**src/cfgld_cfg.svh**
```systemverilog
// Purpose: Constants of the configuration loader
// Assumes: 25 MHz system clock
// Notes:   Definitions only
`ifndef CFGLD_CFG_SVH
`define CFGLD_CFG_SVH

// ------------------------------------------------------------
// Timing
// ------------------------------------------------------------
`define CLK_MHZ        25
`define CLEAR_NS       4000
`define CLEAR_CYC      (((`CLEAR_NS * `CLK_MHZ) + 999) / 1000)
`define CFG_CLK_HALF_NS   160
`define CFG_CLK_HALF_CYC  ((`CFG_CLK_HALF_NS * `CLK_MHZ) / 1000)

// ------------------------------------------------------------
// Stream format
// ------------------------------------------------------------
`define SYNC_WORD      32'h5a3c_c3a5
`define CRC_POLY       32'h04c1_1db7
`define CRC_INIT       32'h0000_0000
`define FRAME_WORDS    8'h08
`define WORD_BITS      6'h20
`define STEP_SER       6'h01
`define STEP_PAR       6'h08
`define PH_LAST        3'h7

// ------------------------------------------------------------
// Mode select codes
// ------------------------------------------------------------
`define MODE_MSER      3'h0
`define MODE_SSER      3'h7
`define MODE_MPAR      3'h3
`define MODE_SPAR      3'h6

// ------------------------------------------------------------
// Register map
// ------------------------------------------------------------
`define A_CTRL         5'h00
`define A_STCFG        5'h04
`define A_NFRM         5'h08
`define A_STAT         5'h0c
`define A_CRC          5'h10
`define CTRL_RST       1'h0
`define STCFG_RST      18'h0_0321
`define NFRM_RST       16'h0004
`define F_DONE         2:0
`define F_GTS          6:4
`define F_GWE          10:8
`define F_STALL        14:12
`define F_SRC          17:16
`define RESP_OK        2'h0
`define RESP_DEC       2'h3

`endif

```
**src/cfgld_pkg.sv**
```systemverilog
// Purpose: Types of the configuration loader
// Assumes: Constants live in cfgld_cfg.svh
// Notes:   One-hot state codes
package cfgld_pkg;

  typedef enum logic [7:0] {
    ST_CLEAR   = 8'h01,
    ST_WAIT    = 8'h02,
    ST_SYNC    = 8'h04,
    ST_LOAD    = 8'h08,
    ST_CHECK   = 8'h10,
    ST_STARTUP = 8'h20,
    ST_ACTIVE  = 8'h40,
    ST_ERROR   = 8'h80
  } state_t;

  typedef enum logic [1:0] {
    STL_NONE   = 2'h0,
    STL_DONE   = 2'h1,
    STL_CMLOCK = 2'h2,
    STL_ICLOCK = 2'h3
  } stall_src_t;

  // Configuration pins seen from outside
  typedef struct packed {
    logic       cfg_clk;
    logic [7:0] data;
    logic       cs_n;
    logic       read_write_n;
    logic       init;
    logic       done;
    logic [2:0] mode_select;
    logic [1:0] lock;
  } pin_t;

endpackage

```
**src/cfg_loader.sv**
```systemverilog
// Purpose: Configuration loader, integrity check, start-up sequencer
// Assumes: AXI4-Lite register slave; pins arrive unsynchronised
// Notes:   RESETN_I is the program reset pin
// Function
// - Check integrity before and after the last data frame.
// - Check integrity after every block written to the frame register.
// - On mismatch pull init low, abort start-up, stay inactive.
// - Enter start-up only after every check passed.
// - Program reset clears all configuration logic asynchronously.
// - Sequencer has eight phases stepped in order 0 to 7.
// - Start-up releases done, drops tristate, raises write enable.
// - End-of-start-up flag always set in phase 7, internal only.
// - Phase of each event selectable, fixed default order.
// - Optional stall until done high or chosen lock reported.
// - Hold at the done phase until done seen high outside.
// - Waiting on done never delays earlier tristate or write events.
// - Default order releases done first.
// - Drive configuration clock in master modes; source drives in slave.
// - Done pin bidirectional, active or open-drain, sensed for start-up.
// - Init pin open-drain; held low outside delays; low flags error.
// - Data bit 0 serial input, parallel readback output.
// - Data bits 1 to 7 bidirectional in parallel mode only.
// - Serial modes forward data on the daisy-chain output.
// - Mode select pins sampled on the rising init edge.
// - Ignore data until the synchronisation word arrives.
// - Init low during memory clearing, released when done.
//
// Our own choices: the AXI4-Lite interface to the registers and the address map.
`timescale 1ns/1ps
`include "cfgld_cfg.svh"

module cfg_loader (
  input  wire logic            CLK_I,
  input  wire logic            RESETN_I,
  input  wire logic            CE_I,
  input  wire cfgld_pkg::pin_t PINS_I,
  input  wire logic [4:0]      AXI_AWADDR_I,
  input  wire logic            AXI_AWVALID_I,
  output logic                 AXI_AWREADY_O,
  input  wire logic [31:0]     AXI_WDATA_I,
  input  wire logic [3:0]      AXI_WSTRB_I,
  input  wire logic            AXI_WVALID_I,
  output logic                 AXI_WREADY_O,
  output logic [1:0]           AXI_BRESP_O,
  output logic                 AXI_BVALID_O,
  input  wire logic            AXI_BREADY_I,
  input  wire logic [4:0]      AXI_ARADDR_I,
  input  wire logic            AXI_ARVALID_I,
  output logic                 AXI_ARREADY_O,
  output logic [31:0]          AXI_RDATA_O,
  output logic [1:0]           AXI_RRESP_O,
  output logic                 AXI_RVALID_O,
  input  wire logic            AXI_RREADY_I,
  output logic                 CFG_CLK_O,
  output logic                 CFG_CLK_OE_N_O,
  output logic [7:0]           DATA_O,
  output logic [7:0]           DATA_OE_N_O,
  output logic                 DOUT_O,
  output logic                 INIT_O,
  output logic                 INIT_OE_N_O,
  output logic                 DONE_O,
  output logic                 DONE_OE_N_O,
  output logic                 GLOBAL_TRISTATE_O,
  output logic                 GLOBAL_WRITE_ENABLE_O,
  output logic                 END_OF_STARTUP_O
);
  import cfgld_pkg::*;

  pin_t        meta_q, pin_q;
  logic        clk_prev_q;
  state_t      st_q;
  logic [2:0]  mode_q;
  logic [7:0]  clr_q, ccnt_q, wcnt_q;
  logic [5:0]  bcnt_q, bits_d;
  logic [15:0] blk_q, nfrm_q;
  logic [31:0] sh_q, sh_d, crc_q, crc_d;
  logic [2:0]  phase_q;
  logic        ctrl_q;
  logic [17:0] stcfg_q;
  logic        par, mst, own_rise, cfg_rise, dedge, redge, wdone;
  logic        last_blk, chk_pass, chk_fail, stall_ok, hold, adv;
  logic        done_rel_q, gts_q, gwe_q, eos_q;
  logic [1:0]  rb_q;
  logic        aw_rdy_q, w_rdy_q, bvalid_q, ar_rdy_q, rvalid_q;
  logic [4:0]  awaddr_q;
  logic [31:0] wdata_q, wmask, rdata_q;
  logic [3:0]  wstrb_q;
  logic [1:0]  bresp_q, rresp_q;

  // ------------------------------------------------------------
  // Pin synchronisers
  // ------------------------------------------------------------
  always_ff @(posedge CLK_I or negedge RESETN_I) begin
    if (!RESETN_I) begin
      meta_q     <= '0;
      pin_q      <= '0;
      clk_prev_q <= 1'b0;
    end else if (CE_I) begin
      meta_q     <= PINS_I;
      pin_q      <= meta_q;
      clk_prev_q <= pin_q.cfg_clk;
    end
  end

  // ------------------------------------------------------------
  // Datapath terms
  // ------------------------------------------------------------
  assign par = (mode_q == `MODE_MPAR) || (mode_q == `MODE_SPAR);
  assign mst = (mode_q == `MODE_MSER) || (mode_q == `MODE_MPAR);
  assign own_rise = (ccnt_q == 8'(`CFG_CLK_HALF_CYC - 1)) && !CFG_CLK_O;
  assign cfg_rise = mst ? own_rise : (pin_q.cfg_clk && !clk_prev_q);
  // Parallel writes need chip select low and direction low
  assign dedge = cfg_rise && (!par || (!pin_q.cs_n && !pin_q.read_write_n));
  assign redge = cfg_rise && par && !pin_q.cs_n && pin_q.read_write_n;
  assign sh_d  = par ? {sh_q[23:0], pin_q.data} : {sh_q[30:0], pin_q.data[0]};
  assign bits_d = bcnt_q + (par ? `STEP_PAR : `STEP_SER);
  assign wdone = dedge && (bits_d == `WORD_BITS)
              && (st_q == ST_LOAD || st_q == ST_CHECK);
  // Running check value, never reset between blocks
  assign crc_d = {crc_q[30:0], 1'b0} ^ (crc_q[31] ? `CRC_POLY : `CRC_INIT) ^ sh_d;
  assign last_blk = (blk_q == nfrm_q - 16'h0001);
  assign chk_pass = (st_q == ST_CHECK) && wdone && (sh_d == crc_q);
  assign chk_fail = (st_q == ST_CHECK) && wdone && (sh_d != crc_q);

  always_comb begin
    unique case (stall_src_t'(stcfg_q[`F_SRC]))
      STL_NONE:   stall_ok = 1'b1;
      STL_DONE:   stall_ok = pin_q.done;
      STL_CMLOCK: stall_ok = pin_q.lock[0];
      STL_ICLOCK: stall_ok = pin_q.lock[1];
    endcase
  end

  // Done-phase hold only blocks stepping, not events already passed
  assign hold = ((phase_q == stcfg_q[`F_DONE]) && !pin_q.done)
             || ((phase_q == stcfg_q[`F_STALL]) && !stall_ok);
  assign adv = (st_q == ST_STARTUP) && cfg_rise && !hold;

  // ------------------------------------------------------------
  // Main sequence
  // ------------------------------------------------------------
  always_ff @(posedge CLK_I or negedge RESETN_I) begin
    if (!RESETN_I) begin
      st_q <= ST_CLEAR;
    end else if (CE_I) begin
      unique case (st_q)
        ST_CLEAR: begin
          if (clr_q == 8'(`CLEAR_CYC - 1)) begin
            st_q <= ST_WAIT;
          end
        end
        ST_WAIT: begin
          if (pin_q.init) begin
            st_q <= ST_SYNC;
          end
        end
        ST_SYNC: begin
          if (dedge && (sh_d == `SYNC_WORD)) begin
            st_q <= ST_LOAD;
          end
        end
        ST_LOAD: begin
          if (wdone && (wcnt_q == `FRAME_WORDS - 8'h01)) begin
            st_q <= ST_CHECK;
          end
        end
        ST_CHECK: begin
          if (chk_fail) begin
            st_q <= ST_ERROR;
          end else if (chk_pass) begin
            // Check after next-to-last block precedes the last frame
            st_q <= last_blk ? ST_STARTUP : ST_LOAD;
          end
        end
        ST_STARTUP: begin
          if (adv && (phase_q == `PH_LAST)) begin
            st_q <= ST_ACTIVE;
          end
        end
        ST_ACTIVE: st_q <= ST_ACTIVE;
        ST_ERROR:  st_q <= ST_ERROR;
        default:   st_q <= ST_ERROR;
      endcase
    end
  end

  // Mode pins caught when init is first seen high
  always_ff @(posedge CLK_I or negedge RESETN_I) begin
    if (!RESETN_I) begin
      mode_q <= `MODE_SSER;
    end else if (CE_I && st_q == ST_WAIT && pin_q.init) begin
      mode_q <= pin_q.mode_select;
    end
  end

  // ------------------------------------------------------------
  // Word assembly and block counting
  // ------------------------------------------------------------
  always_ff @(posedge CLK_I or negedge RESETN_I) begin
    if (!RESETN_I) begin
      clr_q  <= 8'h00;
      sh_q   <= 32'h0000_0000;
      bcnt_q <= 6'h00;
      wcnt_q <= 8'h00;
      blk_q  <= 16'h0000;
      crc_q  <= `CRC_INIT;
    end else if (CE_I) begin
      if (st_q == ST_CLEAR) begin
        clr_q <= clr_q + 8'h01;
      end
      if (dedge) begin
        sh_q <= sh_d;
      end
      if (st_q == ST_SYNC) begin
        bcnt_q <= 6'h00;
        crc_q  <= `CRC_INIT;
      end else if (dedge && (st_q == ST_LOAD || st_q == ST_CHECK)) begin
        bcnt_q <= wdone ? 6'h00 : bits_d;
      end
      if (wdone && st_q == ST_LOAD) begin
        crc_q  <= crc_d;
        wcnt_q <= (wcnt_q == `FRAME_WORDS - 8'h01) ? 8'h00 : wcnt_q + 8'h01;
      end
      if (chk_pass) begin
        blk_q <= blk_q + 16'h0001;
      end
    end
  end

  // ------------------------------------------------------------
  // Start-up phases and global events
  // ------------------------------------------------------------
  always_ff @(posedge CLK_I or negedge RESETN_I) begin
    if (!RESETN_I) begin
      phase_q    <= 3'h0;
      eos_q      <= 1'b0;
      done_rel_q <= 1'b0;
      gts_q      <= 1'b1;
      gwe_q      <= 1'b0;
    end else if (CE_I) begin
      if (adv && phase_q != `PH_LAST) begin
        phase_q <= phase_q + 3'h1;
      end
      if (adv && phase_q == `PH_LAST) begin
        eos_q <= 1'b1;
      end
      if (st_q == ST_STARTUP) begin
        // Each event latches once its phase is reached
        if (phase_q >= stcfg_q[`F_DONE]) done_rel_q <= 1'b1;
        if (phase_q >= stcfg_q[`F_GTS])  gts_q <= 1'b0;
        if (phase_q >= stcfg_q[`F_GWE])  gwe_q <= 1'b1;
      end
    end
  end

  // ------------------------------------------------------------
  // Configuration pins
  // ------------------------------------------------------------
  always_ff @(posedge CLK_I or negedge RESETN_I) begin
    if (!RESETN_I) begin
      ccnt_q         <= 8'h00;
      CFG_CLK_O      <= 1'b0;
      CFG_CLK_OE_N_O <= 1'b1;
    end else if (CE_I) begin
      // Master clock only after the mode is known
      CFG_CLK_OE_N_O <= !(mst && st_q != ST_CLEAR && st_q != ST_WAIT);
      if (ccnt_q == 8'(`CFG_CLK_HALF_CYC - 1)) begin
        ccnt_q    <= 8'h00;
        CFG_CLK_O <= !CFG_CLK_O;
      end else begin
        ccnt_q <= ccnt_q + 8'h01;
      end
    end
  end

  always_ff @(posedge CLK_I or negedge RESETN_I) begin
    if (!RESETN_I) begin
      INIT_O      <= 1'b0;
      INIT_OE_N_O <= 1'b0;
      DONE_O      <= 1'b0;
      DONE_OE_N_O <= 1'b0;
      DOUT_O      <= 1'b0;
      DATA_O      <= 8'h00;
      DATA_OE_N_O <= 8'hff;
      rb_q        <= 2'h0;
    end else if (CE_I) begin
      INIT_O      <= 1'b0;
      INIT_OE_N_O <= !(st_q == ST_CLEAR || st_q == ST_ERROR);
      DONE_O      <= done_rel_q;
      DONE_OE_N_O <= ctrl_q ? 1'b0 : done_rel_q;
      if (dedge && !par) begin
        DOUT_O <= pin_q.data[0];
      end else if (par) begin
        DOUT_O <= 1'b0;
      end
      // Readback offers the running check value a byte at a time
      DATA_OE_N_O <= {8{!(par && !pin_q.cs_n && pin_q.read_write_n)}};
      if (redge) begin
        DATA_O <= crc_q[{rb_q, 3'h0} +: 8];
        rb_q   <= rb_q + 2'h1;
      end
    end
  end

  assign GLOBAL_TRISTATE_O     = gts_q;
  assign GLOBAL_WRITE_ENABLE_O = gwe_q;
  assign END_OF_STARTUP_O      = eos_q;

  // ------------------------------------------------------------
  // AXI4-Lite slave
  // ------------------------------------------------------------
  assign wmask = {{8{wstrb_q[3]}}, {8{wstrb_q[2]}}, {8{wstrb_q[1]}}, {8{wstrb_q[0]}}};

  always_ff @(posedge CLK_I or negedge RESETN_I) begin
    if (!RESETN_I) begin
      aw_rdy_q <= 1'b1;
      w_rdy_q  <= 1'b1;
      bvalid_q <= 1'b0;
      bresp_q  <= `RESP_OK;
      awaddr_q <= 5'h00;
      wdata_q  <= 32'h0000_0000;
      wstrb_q  <= 4'h0;
      ctrl_q   <= `CTRL_RST;
      stcfg_q  <= `STCFG_RST;
      nfrm_q   <= `NFRM_RST;
    end else if (CE_I) begin
      if (AXI_AWVALID_I && aw_rdy_q) begin
        aw_rdy_q <= 1'b0;
        awaddr_q <= AXI_AWADDR_I;
      end
      if (AXI_WVALID_I && w_rdy_q) begin
        w_rdy_q <= 1'b0;
        wdata_q <= AXI_WDATA_I;
        wstrb_q <= AXI_WSTRB_I;
      end
      if (!aw_rdy_q && !w_rdy_q && !bvalid_q) begin
        bvalid_q <= 1'b1;
        bresp_q  <= `RESP_OK;
        unique case (awaddr_q)
          `A_CTRL:  ctrl_q  <= (ctrl_q & ~wmask[0]) | (wdata_q[0] & wmask[0]);
          `A_STCFG: stcfg_q <= (stcfg_q & ~wmask[17:0]) | (wdata_q[17:0] & wmask[17:0]);
          `A_NFRM:  nfrm_q  <= (nfrm_q & ~wmask[15:0]) | (wdata_q[15:0] & wmask[15:0]);
          `A_STAT, `A_CRC: bresp_q <= `RESP_OK;
          default:  bresp_q <= `RESP_DEC;
        endcase
      end
      if (bvalid_q && AXI_BREADY_I) begin
        bvalid_q <= 1'b0;
        aw_rdy_q <= 1'b1;
        w_rdy_q  <= 1'b1;
      end
    end
  end

  always_ff @(posedge CLK_I or negedge RESETN_I) begin
    if (!RESETN_I) begin
      ar_rdy_q <= 1'b1;
      rvalid_q <= 1'b0;
      rdata_q  <= 32'h0000_0000;
      rresp_q  <= `RESP_OK;
    end else if (CE_I) begin
      if (AXI_ARVALID_I && ar_rdy_q) begin
        ar_rdy_q <= 1'b0;
        rvalid_q <= 1'b1;
        rresp_q  <= `RESP_OK;
        unique case (AXI_ARADDR_I)
          `A_CTRL:  rdata_q <= {31'h0, ctrl_q};
          `A_STCFG: rdata_q <= {14'h0, stcfg_q};
          `A_NFRM:  rdata_q <= {16'h0, nfrm_q};
          `A_STAT:  rdata_q <= {13'h0, done_rel_q, gwe_q, gts_q,
                                1'b0, mode_q, 1'b0, phase_q, st_q};
          `A_CRC:   rdata_q <= crc_q;
          default: begin
            rdata_q <= 32'h0000_0000;
            rresp_q <= `RESP_DEC;
          end
        endcase
      end else if (rvalid_q && AXI_RREADY_I) begin
        rvalid_q <= 1'b0;
        ar_rdy_q <= 1'b1;
      end
    end
  end

  assign AXI_AWREADY_O = aw_rdy_q;
  assign AXI_WREADY_O  = w_rdy_q;
  assign AXI_BVALID_O  = bvalid_q;
  assign AXI_BRESP_O   = bresp_q;
  assign AXI_ARREADY_O = ar_rdy_q;
  assign AXI_RVALID_O  = rvalid_q;
  assign AXI_RDATA_O   = rdata_q;
  assign AXI_RRESP_O   = rresp_q;
endmodule // cfg_loader

```
**config.mk**
```make
export PLATFORM = sky130hd
export DESIGN_NAME = cfg_loader
export DESIGN_NICKNAME = d
export VERILOG_FILES = /design/src/cfgld_pkg.sv /design/src/cfg_loader.sv
export VERILOG_INCLUDE_DIRS = /design/src
export SDC_FILE = /design/constraint.sdc
export NUM_CORES = 1
export LEC_CHECK = 0
export ABC_AREA = 0
export BUFFER_PORTS_ARGS = -buffer_cell sky130_fd_sc_hd__buf_2
export CAP_MARGIN = 5
export CORE_MARGIN = 2
export CORE_UTILIZATION = 36
export DETAILED_ROUTE_END_ITERATION = 12
export GPL_TIMING_DRIVEN = 0
export PLACE_DENSITY_LB_ADDON = 0.08
export SLEW_MARGIN = 20
export SYNTH_ARGS = -nofsm -noshare
export SYNTH_HDL_FRONTEND = slang
export SYNTH_SLANG_ARGS = --single-unit
```
**constraint.sdc**
```tcl
create_clock -name CLK_I -period 9.7 [get_ports CLK_I]
set_input_delay 1.455 -clock CLK_I [delete_from_list [all_inputs] [get_ports CLK_I]]
set_output_delay 1.455 -clock CLK_I [all_outputs]
set_load 0.005 [all_outputs]
```
==> impl_metrics.csv, run 1 <==
group,metric,value,unit
outcome,status,"finished, final reports clean",
logic_synthesis,seq_area_frac_synth,0.486,
cts,cts-buffers-inserted,35,
cts,post_cts_buffers,0,
floorplan,die_x,205,µm
logic_synthesis,synth_common_cells,"dfrtp_1 (266), nand2_1 (123), o21ai_0 (123), mux2_2 (119), nand3_1 (91)",
power_and_ir_drop,power_density,219,nW/µm²
floorplan,initial_core_util,0.365,
logic_synthesis,syn_area,14500,µm²
sta,worst_pin_slew,1.08,ns
cts,cts.clk_slew.worst_paths,0.06,ns
power_and_ir_drop,leakage,7.56,nW
critical_path,rrSetupSlack,4.37,ns
detailed_routing,final_antenna_net_count,0,
critical_path,worstPathCellList,"buf_2, xnor2_2, nor2_4, inv_2, buf_6, clkbuf_1, ha_1, ha_1, and3_1, a21oi_1, o32ai_1, nand2_1, or3_1, nor4_2, buf_2, nand4_1, xnor2_1",
logic_synthesis,netlist_instances,1399,
critical_path,rr_worst_depth,17,
sta,hold_viol,0,
cells_and_area,drive_gt1_frac,0.218,
cells_and_area,areaGrowthSynthToFinish,17.7,%
logic_synthesis,synthesis.nets,1490,
global_route,overflow,0,
critical_path,crit_path_top_delay_cell,"clkbuf_1",
floorplan,row_count,73,
global_route,antenna_found_initial,0,
critical_path,cp_num_buf_inv,5,
global_route,grt_use_total,0.234,
logic_synthesis,synth-seq-cells,281,
detailed_routing,wire_per_inst,22.9,µm
sta,post-route-min-period,5.33,ns
logic_synthesis,synth-edff-count,0,
logic_synthesis,synthSimpleGateAreaFrac,0.158,
cells_and_area,insertedDiodeCount,0,
logic_synthesis,synth_top_cell_by_area,"dfrtp_1",
critical_path,r2r-start,"mode_q[2]",
cts,cts_tree,"built",
detailed_routing,first_iter_violations,1076,
critical_path,crit_path_start_kind,"flip-flop",
sta,rsz0062_at_grt,"false",
sta,timing.final.crit_share,0.550,
sta,slew_headroom,0.280,
detailed_routing,drt_wl_total,48.3,mm
worst_hold_path,hp-class,"flip-flop to flip-flop",
placement,portBuffers,122,
floorplan,core,39700,µm²
logic_synthesis,synth_fa_ha_area_frac,0.0164,
cts,htree_levels,2,
worst_hold_path,worstHoldStart,"AXI_RDATA_O[27]",
cts,clock_latency,0.55,ns
detailed_routing,drc,0,
placement,hpwlAfterDp,36.2,mm
critical_path,worstPathArrival,5.75,ns
cells_and_area,nets,1652,
global_route,grt_pass1_vias,11523,
detailed_routing,viasPerCell,5.55,
logic_synthesis,yosys_warnings,0,
logic_synthesis,synth_area_leaders,"dfrtp_1 (46%), mux2_2 (9.2%), xnor2_1 (4.5%), o21ai_0 (4.2%), nand2_1 (3.2%)",
logic_synthesis,syn_area_per_cell,10.4,µm²
sta,finClkSkew,0.0220,ns
cts,clk_path_buf_depth,3,
global_route,grt_pass1_wl,73.7,mm
sta,setup_violations,0,
logic_synthesis,synth_cell_type_count,75,
floorplan,die_area,41900,µm²
power_and_ir_drop,power,3.74,mW
logic_synthesis,synth_ff_type,"dfrtp_1",
sta,maxSlewViolCount,0,
cts,clkSinkCount,281,
cts,hold_buffers,0,
placement,place_ws,4.44,ns
floorplan,io_pins,139,
detailed_routing,drt-pass1-iter-count,6,
critical_path,worstPathMaxFanout,10,
logic_synthesis,synth_top_family_by_area,"simple AND/OR/NAND/NOR gates",
placement,place_area,15900,µm²
placement,globalplace.congestion,0.913,
cts,cts-root-buf,"clkbuf_16",
logic_synthesis,yosysTopAreaCellShare,0.459,
logic_synthesis,synth.area.mux_share,0.112,
logic_synthesis,synthArstFlopShare,1.00,
worst_hold_path,min_to,"AXI_RDATA_O[27]",
logic_synthesis,yosys.area_share.xor_xnor,0.0712,
critical_path,critPathKind,"flip-flop to flip-flop",
cells_and_area,design_area,17100,µm²
logic_synthesis,synth_compound_area_frac,0.117,
sta,tns,0,ns
critical_path,r2r-end,"blk_q[15]",
sta,worst_hold_slack,0.458,ns
worst_hold_path,whs_path_depth,2,
cts,cts_resized,0,
floorplan,die_h,205,µm
sta,layout_setup_ws,4.37,ns
critical_path,end_kind,"flip-flop",
detailed_routing,vias,11728,
critical_path,path_delay_family,"simple AND/OR/NAND/NOR gates",
global_route,grt_max_degree,95,
critical_path,critPathMaxStageDelay,0.55,ns
logic_synthesis,post-synth-top-count-cell,"dfrtp_1",
critical_path,cp_data_required_time,10.12,ns
sta,fmax,188,MHz
flow_run,max_cap_violations,0,
power_and_ir_drop,vdd_drop_max,0.166,mV
==> per-stage QoR <==
stage,utilization,instances
after floorplan,-,1399
after global placement,0.397,2046
after detailed placement,0.399,2049
after CTS,0.429,2112
after global routing,0.429,2112
final,0.429,2112
==> report_power, final <==
group / leakage [nW] / switching [mW] / internal, mW
Clock: 0.590 / 0.523 / 0.832
Sequential: 3.69 / 0.212 / 1.35
Combinational: 3.28 / 0.439 / 0.384
==> routing by layer <==
layer  part of all wire  vias to the layer above  global-route usage
met5                  0                        -                   0
met4              0.028                        0              0.0758
met3              0.055                       74              0.0347
met2               0.44                      380               0.359
met1               0.47                     5896               0.340
li1                   -                     5378                   -
==> cell type report <==
| type | count | area, µm² |
|---|---|---|
| Buffer | 88 | 380 |
| Clock buffer | 52 | 1050 |
| Clock inverter | 11 | 148 |
| Fill cell | 3963 | 22700 |
| Inverter | 47 | 176 |
| Multi-Input combinational cell | 983 | 6890 |
| Sequential cell | 281 | 7050 |
| Tap cell | 525 | 657 |
| Timing Repair Buffer | 125 | 703 |
==> placed cells by master (no fill, tap or decap), drive strengths merged, types with 11 or more instances in the layout <==
| cell type | n |
|---|---|
| dfrtp | 266 |
| ha | 19 |
| dfstp | 15 |
| xor2 | 41 |
| nor3 | 27 |
| and2 | 20 |
| nor2 | 47 |
| mux2 | 119 |
| a21oi | 31 |
| nor2b | 16 |
| nand2 | 123 |
| mux2i | 11 |
| buf | 147 |
| nand4 | 21 |
| clkbuf | 118 |
| inv | 48 |
| xnor2 | 76 |
| nand3 | 91 |
| nor4 | 14 |
| a21boi | 16 |
| o21ai | 124 |
| a222oi | 18 |
| and3 | 22 |
| o22ai | 17 |
==> worst reg2reg max path: cells and delay by family (launching register included) <==
| family | cells | cell delay, ns |
|---|---|---|
| AND/OR/NAND/NOR | 6 | 1.62 |
| buffers and inverters | 5 | 1.53 |
| adder cells (fa/ha/maj) | 2 | 0.62 |
| flip-flops | 1 | 0.51 |
| AO/OA/AOI/OAI | 2 | 0.50 |
| XOR/XNOR | 2 | 0.42 |
==> cell families after synthesis <==
logic type / Yosys count
compound gates: 268
xor+xnor: 117
fa+ha+maj: 19
buf+inv: 135
flops: 281
mux: 138
other cells: 1
simple gates: 440
==> worst max path at each step <==
stage	from	to	slack, ns	cells after the start
global route	mode_q[2]	blk_q[15]	4.06	17
finish	mode_q[2]	blk_q[15]	4.37	17
global placement	RESETN_I	wdata_q[6]	1.54	1
floorplan	mode_q[2]	blk_q[4]	5.86	17
detailed placement	mode_q[2]	blk_q[15]	4.44	17
CTS	mode_q[2]	blk_q[15]	4.41	17
(Power assumes the default switching activity.)
==> run 2: changes to the inputs <==
Settings changed: ABC_AREA 0 to 1.
Clock period 9.7 ns to 4.3 ns, I/O delays scaled along.
==> run 2 against run 1 <==
Against the previous run: worst hold slack got worse by 0.18 ns; flip-flop and latch count did not move; highest routed layer unchanged; via count rose by 18%; core utilization fell by 0.26 points; critical path depth did not move; synthesized area rose by 5.0%; fmax rose by 44%; cell count rose by 27%; largest power group unchanged; clock skew barely moved; final area rose by 4.7%; register-to-register slack got worse by 3.8 ns; critical path type unchanged; wire length rose by 11%.
==> impl_metrics.csv, run 2 <==
group,metric,value,unit
outcome,status,"finished, final reports clean",
logic_synthesis,synth-edff-count,0,
logic_synthesis,synth_common_cells,"nand2_1 (574), dfrtp_1 (266), inv_1 (236), o21ai_0 (148), nor2_1 (123)",
detailed_routing,vias,13812,
logic_synthesis,netlist_instances,1949,
logic_synthesis,post-synth-top-count-cell,"nand2_1",
logic_synthesis,syn_area_per_cell,7.81,µm²
cts,cts.clk_slew.worst_paths,0.06,ns
sta,worst_pin_slew,0.874,ns
floorplan,core,41900,µm²
sta,setup_violations,0,
worst_hold_path,hp-class,"input port to flip-flop",
cts,clock_latency,0.57,ns
power_and_ir_drop,leakage,8.97,nW
logic_synthesis,synth_ff_type,"dfrtp_1",
cts,htree_levels,2,
logic_synthesis,synth_cell_type_count,47,
critical_path,worstPathArrival,4.15,ns
sta,layout_setup_ws,0.592,ns
logic_synthesis,synth_area_leaders,"dfrtp_1 (44%), nand2_1 (14%), inv_1 (5.8%), o21ai_0 (4.9%), xor2_1 (4.0%)",
floorplan,die_area,43900,µm²
sta,maxSlewViolCount,0,
power_and_ir_drop,vdd_drop_max,0.331,mV
global_route,grt_pass1_wl,82.2,mm
sta,hold_viol,0,
critical_path,worstPathMaxFanout,10,
logic_synthesis,synth_top_cell_by_area,"dfrtp_1",
cells_and_area,insertedDiodeCount,0,
sta,timing.final.crit_share,0.862,
sta,post-route-min-period,3.71,ns
critical_path,critPathKind,"flip-flop to flip-flop",
cts,clk_path_buf_depth,3,
critical_path,cp_data_required_time,4.74,ns
cells_and_area,post_layout_nonfiller_instances,2679,
logic_synthesis,synthArstFlopShare,1.00,
cells_and_area,drive_gt1_frac,0.132,
placement,place_ws,0.609,ns
detailed_routing,viasPerCell,5.16,
global_route,grt_max_degree,97,
cts,cts-root-buf,"clkbuf_16",
cells_and_area,areaGrowthSynthToFinish,17.4,%
detailed_routing,final_antenna_net_count,0,
global_route,grt_pass1_vias,13562,
logic_synthesis,yosys_warnings,0,
detailed_routing,first_iter_violations,1069,
placement,dpl.cell_count,2613,
detailed_routing,drt_wl_total,53.5,mm
placement,globalplace.congestion,0.944,
detailed_routing,wire_per_inst,20.0,µm
floorplan,die_h,210,µm
cts,cts-buffers-inserted,36,
logic_synthesis,synth-seq-cells,281,
cts,clkSinkCount,281,
global_route,overflow,0,
placement,portBuffers,122,
floorplan,row_count,75,
detailed_routing,drc,0,
critical_path,crit_path_start_kind,"flip-flop",
cells_and_area,mostFrequentLayoutCell,"nand2_1",
sta,slew_headroom,0.417,
global_route,grt_use_total,0.247,
placement,hpwlAfterDp,41.0,mm
floorplan,die_x,210,µm
cells_and_area,nets,2204,
sta,fmax,270,MHz
logic_synthesis,synthesis.nets,2040,
critical_path,end_kind,"flip-flop",
global_route,antenna_found_initial,0,
power_and_ir_drop,power_density,501,nW/µm²
cells_and_area,final_core_util,0.427,
detailed_routing,drt-pass1-iter-count,5,
floorplan,initial_core_util,0.363,
sta,rsz0062_at_grt,"false",
cts,cts_tree,"built",
flow_run,max_cap_violations,0,
logic_synthesis,syn_area,15200,µm²
power_and_ir_drop,power,8.94,mW
sta,finClkSkew,0.0218,ns
logic_synthesis,seq_area_frac_synth,0.463,
cells_and_area,final_cell_mix,"nand2_1 (574), dfrtp_1 (266), inv_1 (236)",
floorplan,io_pins,139,
sta,tns,0,ns
logic_synthesis,yosysTopAreaCellShare,0.438,
run 2: kinds of logic (layout without fill, tap and decap cells):
group | after synthesis | after routing | synth area share
AO/OA/AOI/OAI | 296 | 296 | 0.110
other | 1 | 1 | 0.000246
XOR/XNOR | 98 | 98 | 0.0564
AND/OR/NAND/NOR | 908 | 908 | 0.252
multiplexers | 18 | 18 | 0.0133
adder cells (fa/ha/maj) | 19 | 19 | 0.0156
buffers and inverters | 328 | 519 | 0.0881
flip-flops | 281 | 281 | 0.463
run 2: path summary, 6_finish.rpt:
kind | slack (ns) | endpoint | start | cells past startpoint
hold reg to reg | 0.46 | clr_q[4] | clr_q[4] | 1
min in group asynchronous | 0.53 | sh_q[29] | RESETN_I | 2
setup reg to reg | 0.59 | blk_q[2] | mode_q[0] | 17
setup / recovery | 0.59 | blk_q[2] | mode_q[0] | 17
max in group asynchronous | 2.96 | asynchronous set/reset pin | RESETN_I | 3
hold / removal | 0.28 | meta_q[10] | PINS_I[10] | 3
run 2: where the power goes:
| group | internal, mW | switching, mW |
|---|---|---|
| Combinational | 0.742 | 1.50 |
| Clock | 1.94 | 1.26 |
| Sequential | 3.12 | 0.386 |
run 2: critical path, stage by stage (launching register included):
cell	delay (ns)
dfstp_2	0.57
nand2_2	0.09
nand3_2	0.10
buf_6	0.18
buf_2	0.34
ha_1	0.25
nand3_1	0.12
o21ai_0	0.20
nand2_1	0.09
xor2_1	0.34
nand3_1	0.12
nor2_1	0.15
nand2_1	0.07
nor2_1	0.37
nand3_4	0.24
buf_6	0.22
nand2_1	0.07
o21ai_2	0.05
run 2: final cells by class:
| type | instances | area, µm² |
|---|---|---|
| clock buffer | 52 | 1040 |
| multi-input combinational | 1340 | 6820 |
| clock inverter | 13 | 210 |
| tap | 539 | 674 |
| sequential | 281 | 7050 |
| fill | 4380 | 24000 |
| inverter | 244 | 917 |
| buffer | 84 | 423 |
| timing repair buffer | 126 | 713 |
run 2: routing by layer:
metal | share of wire | routed length [µm] | up-vias | global-route usage
met2 | 0.44 | 23800 | 396 | 0.385
met5 | 0 | 0 | - | 0
met1 | 0.46 | 24700 | 6669 | 0.345
met4 | 0.032 | 1710 | 0 | 0.0900
li1 | - | - | 6654 | -
met3 | 0.061 | 3260 | 93 | 0.0438
run 2: metrics by stage:
| stage | hold slack (ns) | area (µm²) |
|---|---|---|
| 6_report | 0.278 | 17900 |
| 5_1_grt | 0.285 | 17900 |
| 4_1_cts | 0.251 | 17900 |
| 3_5_place_dp | 0.454 | 16600 |
| 3_3_place_gp | 0.457 | 16500 |
| 2_1_floorplan | 0.349 | 15200 |
run 2: timing repair:
item | in CTS | in global routing
endpoints found under the hold margin | 19 | 0
hold buffers | 1 | 0
resized for setup | 0 | 0
setup buffers | 0 | 0
setup endpoints to repair | 0 | 0
==> run 3: changes to the inputs <==
Settings changed: CORE_UTILIZATION 36 to 54.
Clock period 4.3 ns to 3.3 ns, I/O delays scaled along.
==> run 3 against run 2 <==
Against the previous run: register-to-register slack got worse by 0.50 ns; cell count decreased by 6.1%; wire length shrank 9.5%; die area shrank 33%; global-route usage rose by 8.4 points; final area decreased by 0.38%; clock power up 27%; count of clock-buffer cells in the layout fell by 15; sequential power rose by 31%; fmax up 15%; setup slack worse by 0.50 ns; core utilization grew 21 points; critical path type unchanged.
==> impl_metrics.csv, run 3 (same netlist as run 2, synthesis figures left out) <==
group,metric,value,unit
sta,post-route-min-period,3.21,ns
sta,setup_violations,0,
cts,clkSinkCount,281,
critical_path,crit_path_top_delay_cell,"dfstp_2",
power_and_ir_drop,power.switching,3.94,mW
critical_path,critPathKind,"flip-flop to flip-flop",
sta,finClkSkew,0.0168,ns
sta,timing.final.crit_share,0.973,
detailed_routing,drc,0,
cts,cts.clk_slew.worst_paths,0.06,ns
flow_run,max_cap_violations,0,
outcome,status,"finished, final reports clean",
cells_and_area,drive_gt1_frac,0.142,
global_route,grtUsageMet1,0.469,
floorplan,core,27800,µm²
global_route,use_met3,0.0518,
cts,cts-root-buf,"clkbuf_16",
critical_path,crit_start,"mode_q[0]",
power_and_ir_drop,pwr-share-seq,0.397,
sta,fmax,311,MHz
global_route,overflow,0,
placement,globalplace.congestion,0.988,
cts,cts_tree,"built",
critical_path,path_delay_family,"simple AND/OR/NAND/NOR gates",
power_and_ir_drop,pwr-share-comb,0.251,
global_route,antenna_found_initial,0,
cts,clock_latency,0.59,ns
cells_and_area,post_layout_nonfiller_instances,2516,
power_and_ir_drop,clkPwrFrac,0.352,
cells_and_area,final_cell_mix,"nand2_1 (572), dfrtp_1 (266), inv_1 (235)",
cts,cts-buffers-inserted,31,
cells_and_area,mostFrequentLayoutCell,"nand2_1",
cells_and_area,insertedDiodeCount,0,
power_and_ir_drop,power,11.5,mW
critical_path,path_common_cell,"nand2_1",
power_and_ir_drop,leakage,9.01,nW
detailed_routing,wire_per_inst,19.2,µm
global_route,grt_pass1_vias,13327,
critical_path,critPathMaxStageDelay,0.57,ns
global_route,grt_pass1_wl,74.8,mm
placement,dpl.cell_count,2452,
sta,slew_headroom,0.405,
critical_path,worstPathArrival,3.69,ns
critical_path,worstPathMaxFanout,10,
global_route,top_usage_layer,"met2",
sta,worst_pin_slew,0.885,ns
cells_and_area,nets,2205,
global_route,grt_use_total,0.331,
worst_hold_path,hp-class,"input port to flip-flop",
floorplan,die_x,172,µm
power_and_ir_drop,internal-power,7.57,mW
floorplan,initial_core_util,0.548,
detailed_routing,drt-pass1-iter-count,6,
sta,hold_viol,0,
detailed_routing,final_antenna_net_count,0,
detailed_routing,viasPerCell,5.61,
placement,portBuffers,122,
critical_path,cp_num_buf_inv,3,
detailed_routing,vias,14117,
global_route,grt_max_degree,99,
power_and_ir_drop,p_sw_frac,0.342,
critical_path,cp_data_required_time,3.78,ns
floorplan,row_count,61,
cts,clk_path_buf_depth,3,
worst_hold_path,worstHoldStart,"PINS_I[15]",
critical_path,crit_path_start_kind,"flip-flop",
critical_path,worstPathCellList,"inv_2, nand2_4, nand3_2, buf_12, buf_6, ha_2, ha_2, xnor2_2, nand3_1, nor2_2, nand3_1, nor2_4, nand2_1, nor3_2, nand2_1, nand2_1, nand2_1",
critical_path,end_kind,"flip-flop",
critical_path,r2r-start,"mode_q[0]",
cts,htree_levels,1,
floorplan,die_h,172,µm
power_and_ir_drop,power_density,647,nW/µm²
global_route,met2_usage,0.514,
floorplan,die_area,29500,µm²
cells_and_area,areaGrowthSynthToFinish,16.9,%
detailed_routing,first_iter_violations,1326,
detailed_routing,drt_wl_total,48.4,mm
floorplan,io_pins,139,
sta,maxSlewViolCount,0,
power_and_ir_drop,vdd_drop_max,0.570,mV
placement,hpwlAfterDp,36.4,mm
run 3: worst min-delay path: stages:
cell     delay [ns]
buf_2          0.07
nand2_1        0.04
nand2_1        0.05
run 3: what timing repair did:
item / CTS / global route
gates resized for setup: 9 / 27
hold buffers: 1 / 0
setup buffers: 1 / 4
pin swaps: 1 / 9
endpoints found under the hold margin: 49 / 0
setup endpoints to repair: 48 / 58
gates cloned: 0 / 1
run 3: worst paths after layout:
kind	endpoint	cells after the start	slack, ns
setup / recovery	blk_q[1]	17	0.09
hold / removal	meta_q[15]	3	0.11
setup reg to reg	blk_q[1]	17	0.09
hold reg to reg	ccnt_q[7]	1	0.47
max in group asynchronous	asynchronous set/reset pin	3	1.97
min in group asynchronous	sh_q[25]	2	0.42
run 3: power by group through the flow:
stage          Clock, mW  Sequential [mW]  Combinational (mW)
2_1_floorplan          0             4.43                1.96
3_3_place_gp           0             4.58                2.76
3_5_place_dp           0             4.60                2.82
4_1_cts             4.09             4.55                2.85
5_1_grt             4.24             4.63                3.27
6_report            4.05             4.57                2.89
run 3: cell type report:
| type | count | area, µm² |
|---|---|---|
| clock inverters | 20 | 353 |
| plain buffers | 84 | 457 |
| flip-flops and latches | 281 | 7050 |
| clock buffers | 37 | 848 |
| fillers | 2543 | 10000 |
| repair buffers | 132 | 779 |
| well taps | 378 | 473 |
| inverters | 244 | 922 |
| multi-input cells | 1340 | 6900 |
run 3: through the flow:
step                worst slack, ns  hold WS [ns]  TNS, ns  cell area [µm²]   util
floorplan                     0.475         0.199        0            15200      -
global placement              -3.63         0.445  -982.29            16300  0.587
detailed placement           -0.303         0.457    -7.24            16400  0.590
CTS                          0.0132        0.0913        0            17600  0.635
global route                -0.0678         0.111    -1.50            17800  0.640
finish                       0.0890         0.112        0            17800  0.640
run 3: metal layers:
layer / vias up / wire length [µm]
li1: 6653 / -
met1: 6773 / 21400
met2: 572 / 21400
met3: 119 / 3790
met4: 0 / 1810
met5: - / 0
